--- config.mk ---
export PLATFORM = sky130hd
export DESIGN_NAME = fsp_status_protect
export DESIGN_NICKNAME = d
export VERILOG_FILES = /design/src/rtl/fsp_pkg.sv /design/src/rtl/fsp_status_protect.sv
export VERILOG_INCLUDE_DIRS = /design/src /design/src/rtl
export SDC_FILE = /design/constraint.sdc
export NUM_CORES = 1
export LEC_CHECK = 0
export ABC_AREA = 0
export BUFFER_PORTS_ARGS = -buffer_cell sky130_fd_sc_hd__buf_4
export CAP_MARGIN = 40
export CORE_MARGIN = 1.5
export CORE_UTILIZATION = 49
export DETAILED_ROUTE_END_ITERATION = 8
export PLACE_DENSITY = 0.78
export SETUP_SLACK_MARGIN = 0.15
export SKIP_LAST_GASP = 1
export SLEW_MARGIN = 20
export SYNTH_ARGS = -nofsm -noshare
export SYNTH_HDL_FRONTEND = slang
export SYNTH_SLANG_ARGS = --single-unit
--- constraint.sdc ---
create_clock -name core_clk -period 4.87 [get_ports core_clk]
set_clock_uncertainty 0.15 [all_clocks]
set_input_delay 0.487 -clock core_clk [delete_from_list [all_inputs] [get_ports core_clk]]
set_output_delay 0.487 -clock core_clk [all_outputs]
set_load 0.005 [all_outputs]
--- src/rtl/fsp_defines.svh ---
// Constants for the flash status and write-protect block.
`ifndef FSP_DEFINES_SVH
`define FSP_DEFINES_SVH
`define FSP_BIT_BUSY      0
`define FSP_BIT_LATCH     1
`define FSP_BIT_LOCK_LOW  7
`define FSP_BIT_LOCK_HIGH 0
`define FSP_BIT_QUAD      1
`define FSP_BIT_PSUS      2
`define FSP_BIT_COMPL     6
`define FSP_BIT_ESUS      7
`define FSP_MID_WMASK     8'h7b
`define FSP_MID_STICKY    8'h38
`define FSP_HIGH_WMASK    8'h61
`define FSP_LOW_WMASK     8'hfc
`define FSP_LOW_RESET     8'h00
`define FSP_MID_RESET     8'h00
`define FSP_HIGH_RESET    8'h40
`define FSP_OP_NONE       3'h0
`define FSP_OP_SRW        3'h1
`define FSP_OP_PROG       3'h2
`define FSP_OP_SECT       3'h3
`define FSP_OP_BLOCK      3'h4
`define FSP_OP_CHIP       3'h5
`define FSP_OP_WEN        3'h6
`define FSP_OP_WDIS       3'h7
`define FSP_ADDR_TOP      23'h7fffff
`define FSP_SEC_SHIFT     12
`define FSP_BLK_SHIFT     16
`endif

--- src/rtl/fsp_pkg.sv ---
// Types shared by the flash status and write-protect block.
package fsp_pkg;
  typedef struct packed {
    logic [2:0]  op;
    logic [22:0] addr;
    logic [7:0]  low;
    logic [7:0]  mid;
    logic [7:0]  high;
    logic [1:0]  which;
  } fsp_cmd_s;
  typedef enum logic [2:0] {
    FSP_IDLE = 3'b001,
    FSP_BUSY = 3'b010,
    FSP_DONE = 3'b100
  } fsp_state_e;
endpackage

--- src/rtl/fsp_status_protect.sv ---
// Status registers and write-protection checks of a serial NOR flash.
//
// Function
// - Complement set inverts mapping: 000 protects all, 111 protects nothing.
// - First byte: busy, latch, five protect bits, low lock bit.
// - Second byte: high lock, quad, suspends, secure locks, complement.
// - Busy reads one while program, erase or status write runs.
// - Latch clear refuses status write, program and erase.
// - Protect bits change only by status write, not when hardware locked.
// - Program, sector and block erase inside protected region are rejected.
// - Chip erase only with code 000 and complement clear, or 111 and set.
// - Lock bits 00: status writable whenever latch set.
// - Lock bits 01: low protect pin blocks status writes.
// - Lock bits 10: status writes blocked until power cycle.
// - Lock bits 11: status writes blocked as with 10, until reset.
// - Power cycle returns lock code 10 to 00.
// - Latch clears at reset, disable, and completion of writes.
// - Quad enable clear keeps pins as protect and hold.
`timescale 1ns/1ps
`include "fsp_defines.svh"
module fsp_status_protect (
  input  wire logic             core_clk,
  input  wire logic             reset,
  input  wire logic             cmd_valid,
  input  wire fsp_pkg::fsp_cmd_s cmd,
  input  wire logic             op_done,
  input  wire logic             protect_pin_n,
  input  wire logic             erase_sus_set,
  input  wire logic             prog_sus_set,
  input  wire logic             sus_clear,
  output logic [7:0]            status_byte_low,
  output logic [7:0]            status_byte_mid,
  output logic [7:0]            status_byte_high,
  output logic                  op_start,
  output logic                  op_reject,
  output logic                  pins_are_protect_hold
);
  ////////////////////////////////////////////////////////////////////////
  logic [7:0]          low_ff, nxt_low, mid_ff, nxt_mid, high_ff, nxt_high;
  fsp_pkg::fsp_state_e st_ff, nxt_st;
  logic                start_ff, nxt_start, rej_ff, nxt_rej, qpin_ff, nxt_qpin;
  logic                pin_s1_ff, pin_s2_ff;
  logic                sr_lock, in_prot, allowed, chip_ok;

  // The protect pin is asynchronous, so two flops come before any reader.
  always_ff @(posedge core_clk) begin
    pin_s1_ff <= protect_pin_n;
    pin_s2_ff <= pin_s1_ff;
  end

  // True when an address lies in the region selected by code and complement.
  function automatic logic prot_hit(input logic [4:0] bp, input logic cmpl,
                                    input logic [22:0] a);
    logic [22:0] span;
    logic        in_part;
    span = 23'h0;
    in_part = 1'b0;
    if (bp[2:0] == 3'h0) begin
      in_part = 1'b0;
    end else if (bp[2:0] == 3'h7) begin
      in_part = 1'b1;
    end else if (!bp[4]) begin
      // Fractions 1/64 .. 1/2 of the array, 128 KB to 4 MB.
      span = 23'(23'h20000 << (bp[2:0] - 3'h1));
      in_part = bp[3] ? (a < span) : (a > (`FSP_ADDR_TOP - span));
    end else begin
      // Small windows of 4 KB to 32 KB; codes 1x0 and 101 both give 32 KB.
      span = (bp[2] ? 23'h8000 : 23'(23'h1000 << (bp[1:0] - 2'h1)));
      in_part = bp[3] ? (a < span) : (a > (`FSP_ADDR_TOP - span));
    end
    prot_hit = cmpl ? !in_part : in_part;
  endfunction

  // Status-register write lock from the two lock bits and the pin.
  always_comb begin
    case ({mid_ff[`FSP_BIT_LOCK_HIGH], low_ff[`FSP_BIT_LOCK_LOW]})
      2'b00:   sr_lock = 1'b0;
      2'b01:   sr_lock = !pin_s2_ff;
      2'b10:   sr_lock = 1'b1;
      default: sr_lock = 1'b1;
    endcase
  end

  // Erases check the first byte of the sector or block they clear.
  always_comb begin
    logic [22:0] base;
    base = cmd.addr;
    if (cmd.op == `FSP_OP_SECT) begin
      base = {cmd.addr[22:`FSP_SEC_SHIFT], 12'h000};
    end else if (cmd.op == `FSP_OP_BLOCK) begin
      base = {cmd.addr[22:`FSP_BLK_SHIFT], 16'h0000};
    end
    in_prot = prot_hit(low_ff[6:2], mid_ff[`FSP_BIT_COMPL], base);
    chip_ok = (low_ff[4:2] == 3'h0 && !mid_ff[`FSP_BIT_COMPL]) ||
              (low_ff[4:2] == 3'h7 && mid_ff[`FSP_BIT_COMPL]);
  end

  // Acceptance of a command; one request at a time, ignored while busy.
  always_comb begin
    allowed = 1'b0;
    case (cmd.op)
      `FSP_OP_SRW:   allowed = low_ff[`FSP_BIT_LATCH] && !sr_lock;
      `FSP_OP_PROG,
      `FSP_OP_SECT,
      `FSP_OP_BLOCK: allowed = low_ff[`FSP_BIT_LATCH] && !in_prot;
      `FSP_OP_CHIP:  allowed = low_ff[`FSP_BIT_LATCH] && chip_ok;
      default:       allowed = 1'b0;
    endcase
  end

  ////////////////////////////////////////////////////////////////////////
  // Next state of the registers and the busy sequencer.
  always_comb begin
    nxt_low   = low_ff;
    nxt_mid   = mid_ff;
    nxt_high  = high_ff;
    nxt_st    = st_ff;
    nxt_start = 1'b0;
    nxt_rej   = 1'b0;
    nxt_qpin  = !mid_ff[`FSP_BIT_QUAD];
    case (st_ff)
      fsp_pkg::FSP_IDLE: begin
        if (cmd_valid) begin
          if (cmd.op == `FSP_OP_WEN) begin
            nxt_low[`FSP_BIT_LATCH] = 1'b1;
          end else if (cmd.op == `FSP_OP_WDIS) begin
            nxt_low[`FSP_BIT_LATCH] = 1'b0;
          end else if (cmd.op != `FSP_OP_NONE && allowed) begin
            if (cmd.op == `FSP_OP_SRW) begin
              // Only the written byte changes; busy and latch stay hardware.
              if (cmd.which == 2'h0) begin
                nxt_low = (low_ff & ~`FSP_LOW_WMASK) | (cmd.low & `FSP_LOW_WMASK);
              end else if (cmd.which == 2'h1) begin
                // Secure lock bits may be set but never cleared.
                nxt_mid = (mid_ff & ~`FSP_MID_WMASK) | (cmd.mid & `FSP_MID_WMASK)
                          | (mid_ff & `FSP_MID_STICKY);
              end else begin
                nxt_high = cmd.high & `FSP_HIGH_WMASK;
              end
            end
            nxt_low[`FSP_BIT_BUSY] = 1'b1;
            nxt_start = 1'b1;
            nxt_st    = fsp_pkg::FSP_BUSY;
          end else if (cmd.op != `FSP_OP_NONE) begin
            nxt_rej = 1'b1;
          end
        end
      end
      fsp_pkg::FSP_BUSY: begin
        if (op_done) begin
          nxt_st = fsp_pkg::FSP_DONE;
        end
      end
      fsp_pkg::FSP_DONE: begin
        nxt_low[`FSP_BIT_BUSY] = 1'b0;
        nxt_low[`FSP_BIT_LATCH] = 1'b0;
        nxt_st = fsp_pkg::FSP_IDLE;
      end
      default: nxt_st = fsp_pkg::FSP_IDLE;
    endcase
    // Suspend flags: a set in the clearing cycle wins.
    if (sus_clear) begin
      nxt_mid[`FSP_BIT_ESUS] = 1'b0;
      nxt_mid[`FSP_BIT_PSUS] = 1'b0;
    end
    if (erase_sus_set) nxt_mid[`FSP_BIT_ESUS] = 1'b1;
    if (prog_sus_set)  nxt_mid[`FSP_BIT_PSUS] = 1'b1;
  end

  // Reset models the power cycle; lock code 10 falls back to 00 there.
  always_ff @(posedge core_clk) begin
    if (reset) begin
      low_ff   <= `FSP_LOW_RESET;
      mid_ff   <= `FSP_MID_RESET;
      high_ff  <= `FSP_HIGH_RESET;
      st_ff    <= fsp_pkg::FSP_IDLE;
      start_ff <= 1'b0;
      rej_ff   <= 1'b0;
      qpin_ff  <= 1'b1;
    end else begin
      low_ff   <= nxt_low;
      mid_ff   <= nxt_mid;
      high_ff  <= nxt_high;
      st_ff    <= nxt_st;
      start_ff <= nxt_start;
      rej_ff   <= nxt_rej;
      qpin_ff  <= nxt_qpin;
    end
  end

  assign status_byte_low       = low_ff;
  assign status_byte_mid       = mid_ff;
  assign status_byte_high      = high_ff;
  assign op_start              = start_ff;
  assign op_reject             = rej_ff;
  assign pins_are_protect_hold = qpin_ff;

  ////////////////////////////////////////////////////////////////////////
  // Checks on the protection behaviour.
  busy_follows_start_a: assert property (@(posedge core_clk) disable iff (reset)
    op_start |-> status_byte_low[`FSP_BIT_BUSY]) else $error("busy not set");
  latch_gates_start_a: assert property (@(posedge core_clk) disable iff (reset)
    op_start |-> $past(low_ff[`FSP_BIT_LATCH])) else $error("start without latch");
  hw_lock_blocks_a: assert property (@(posedge core_clk) disable iff (reset)
    (cmd_valid && cmd.op == `FSP_OP_SRW && low_ff[`FSP_BIT_LOCK_LOW] && !pin_s2_ff
     && st_ff == fsp_pkg::FSP_IDLE) |=> !op_start) else $error("locked write ran");
  chip_check_a: assert property (@(posedge core_clk) disable iff (reset)
    (cmd_valid && cmd.op == `FSP_OP_CHIP && !chip_ok && st_ff == fsp_pkg::FSP_IDLE)
    |=> op_reject) else $error("chip erase not refused");
  prot_region_a: assert property (@(posedge core_clk) disable iff (reset)
    (cmd_valid && cmd.op == `FSP_OP_PROG && in_prot && st_ff == fsp_pkg::FSP_IDLE)
    |=> !op_start) else $error("protected program ran");
  latch_clear_end_a: assert property (@(posedge core_clk) disable iff (reset)
    (st_ff == fsp_pkg::FSP_DONE) |=> !low_ff[`FSP_BIT_LATCH] && !low_ff[`FSP_BIT_BUSY])
    else $error("latch or busy left set");
  reserved_zero_a: assert property (@(posedge core_clk) disable iff (reset)
    (status_byte_high & ~`FSP_HIGH_WMASK) == 8'h00) else $error("reserved set");
  compl_all_a: assert property (@(posedge core_clk) disable iff (reset)
    (mid_ff[`FSP_BIT_COMPL] && low_ff[4:2] == 3'h0) |-> in_prot)
    else $error("complement zero code unprotected");
  full_lock_a: assert property (@(posedge core_clk) disable iff (reset)
    (cmd_valid && cmd.op == `FSP_OP_SRW && mid_ff[`FSP_BIT_LOCK_HIGH]) |=> !op_start)
    else $error("locked status written");
  start_cover: cover property (@(posedge core_clk) op_start);
  reject_cover: cover property (@(posedge core_clk) op_reject);
  srw_cover: cover property (@(posedge core_clk)
    op_start && $past(cmd.op) == `FSP_OP_SRW);
endmodule

==> summary.md <==
| Metric | Value |
|---|---|
| Fmax | 261 MHz |
| Root Buffer | clkbuf_8 |
| Core area | 4060 sq um |
| Share of layout cells above drive strength 1 | 0.282 |
| Clock Latency Late Sink | 270 ps |
| Syn. warnings | 0 |
| Post-synth EDFFs | 0 |
| Post-route setup TNS | 0 ps |
| CTS tree | done |
| H-tree levels | 1 |
| Hold-fix buffers, CTS | 0 |
| Die X | 68.4 um |
| Synth Instances | 253 |
| Post-synthesis sequential area ratio | 0.258 |
| Final Critical Period | 3830 ps |
| Ant. Diodes | 0 |
| Initial core utilization | 0.516 |
| Netlist cell types | 59 |
| Iteration-0 DRC Markers | 49 |
| RSZ-0062 raised after global routing | false |
| Worst slack at placement | 1070 ps |
| DR WL/cell | 12.7 um |
| Final std cells w/o fill | 369 |
| Vias in the first global route | 1816 |
| Clock sinks | 27 |
| Fin crit share | 0.787 |
| Full die area | 4680 sq um |
| Clock Pin Slew Worst Setup and Hold Paths | 90 ps |
| Via count | 1987 |
| Initial antenna violation count | 0 |
| Post-route DRC violation count | 0 |
| Drt pass-1 iters | 4 |
| Total clock buffers created by CTS | 3 |
| First-pass GRT wire length | 7.65 mm |
| Commonest non-fill, non-tap cell in the layout | buf_4 |
| Final WS setup | 1040 ps |
| Pwr Density | 163 nW/um^2 |
| Outcome | completed |
| Vias/cell | 5.38 |
| Post-layout power | 0.000437 W |
| Crit Path Class | flop to flop |
| Met3 Track Usage GR | 0.0378 |
| CP Launch Type | flop |
| Leak Pwr | 1.28 nW |
| Hold_ws | 163 ps |
| Post-route ant nets | 0 |
| Synthesized area per cell | 8.28 sq um |
| Grt total ovfl | 0 |
| GRT met1 Usage | 0.271 |
| Post-Syn Area | 2100 sq um |
| GR Util All Layers | 0.208 |
| # port buffers | 72 |
| Max-Cap Viols | 0 |
| CTS max path bufs | 2 |
| Post-Route WL | 4.67 mm |
| Num rows | 23 |
| Fin. max-slew vios | 0 |
| GPL Wtd Cong | 0.823 |
| Busiest grt layer | met2 |
| Register bit total from synthesis | 27 |
| Die Y | 68.4 um |
| Most frequent cells in the layout | buf_4 (72), dfxtp_1 (27), nor2_1 (24), ha_1 (24), inv_1 (23) |
| Peak supply drop | 231 uV |
| Setup bufs post-CTS | 0 |
| Met2 usage | 0.362 |
| Area Overhead vs Synth | 27.9% |
| WP data arrival | 3880 ps |
| Nets | 404 |
| IO Count | 87 |
| Hpwl dp | 3.85 mm |
| Placed Cells incl. Taps | 365 |
| # resized after CTS | 0 |
| Worst-path fanout max | 11 |
| Worst EP required | 4920 ps |
| Largest net degree at the start of global routing | 17 |
| Number of setup violations in the final report | 0 |
| Ys flop type | dfxtp_1 |
| Post-synth ARST share | 0 |
| Hold crit path type | input port to flop |
| Worst setup EP type | flop |
| Hold Vio Cnt, Final | 0 |
==> registers in the layout, indices dropped and copies added, names as in the netlist <==
name,cells
pin_s2_ff,1
pin_s1_ff,1
st_ff,3
status_byte_mid,8
op_start,1
op_reject,1
pins_are_protect_hold,1
status_byte_low,8
status_byte_high,3
==> stage by stage <==
stage | instance area (sq um) | utilization
detailed placement | 2630 | 0.648
finish | 2680 | 0.661
floorplan | 2110 | -
global placement | 2630 | 0.648
CTS | 2680 | 0.661
global route | 2680 | 0.661
==> cell usage after synthesis, types with 4 or more instances <==
| master | number | area share |
|---|---|---|
| dfxtp_1 | 27 | 0.26 |
| ha_1 | 24 | 0.14 |
| nor2_1 | 24 | 0.043 |
| inv_1 | 23 | 0.041 |
| nand2_1 | 18 | 0.032 |
| a21oi_1 | 12 | 0.029 |
| mux2i_1 | 11 | 0.053 |
| nand4_1 | 9 | 0.027 |
| o21ai_0 | 7 | 0.017 |
| and2_1 | 6 | 0.018 |
| nand2b_1 | 6 | 0.018 |
| buf_4 | 5 | 0.018 |
| clkbuf_1 | 5 | 0.0090 |
| nor2b_1 | 5 | 0.015 |
| nand3_1 | 4 | 0.0096 |
| nor3b_1 | 4 | 0.014 |
| or2_2 | 4 | 0.012 |
==> layer usage <==
| metal | part of all wire | vias up | wire length (um) |
|---|---|---|---|
| li1 | - | 1021 | - |
| met1 | 0.44 | 913 | 2070 |
| met2 | 0.49 | 51 | 2290 |
| met3 | 0.063 | 2 | 295 |
| met4 | 0.0026 | 0 | 12 |
| met5 | 0 | - | 0 |
==> layout make-up <==
type	instances	area [sq um]
timing repair buffer	72	541
multi-input combinational	193	1400
sequential	27	541
fill	356	1380
inverter	23	86.3
clock inverter	1	7.51
tap	50	62.6
clock buffer	3	41.3
==> report_power, final <==
part	leakage [nW]	internal (W)	switching (W)
registers	0.219	0.000224	0.00000209
logic	1.04	0.0000470	0.0000364
clock network	0.0217	0.0000580	0.0000693
total	1.28	0.000329	0.000108
==> path summary, 6_finish.rpt <==
kind,from,to,slack [ps],cells after the start
min reg2reg,pin_s1_ff$_DFF_P_,pin_s2_ff$_DFF_P_,190,0
max reg2reg,status_byte_low[2]$_SDFFE_PP0P_,st_ff[0]$_SDFFE_PP1P_,1040,12
max,status_byte_low[2]$_SDFFE_PP0P_,st_ff[0]$_SDFFE_PP1P_,1040,12
min,protect_pin_n,pin_s1_ff$_DFF_P_,160,1
==> cell families (layout without fill, tap and decap cells) <==
| family | after synthesis | after routing | synth area share |
|---|---|---|---|
| and+or+nand+nor | 99 | 99 | 0.259 |
| AOI/OAI and AO/OA | 54 | 54 | 0.205 |
| buffers and inverters | 37 | 99 | 0.0806 |
| DFF | 27 | 27 | 0.258 |
| adders and majority gates | 24 | 24 | 0.143 |
| muxes | 11 | 11 | 0.0525 |
| other | 1 | 5 | 0.00179 |
==> worst max-delay path, stage by stage (launching register included) <==
cell	delay (ps)
dfxtp_1	410
or2_2	360
ha_1	350
nand2_1	90
ha_1	330
or4b_1	550
nor4_1	270
nand4_1	180
a31oi_2	270
o22ai_1	120
a211o_1	320
a21boi_4	180
a2bb2oi_1	170
No activity file was read; power rests on OpenSTA's default activity.
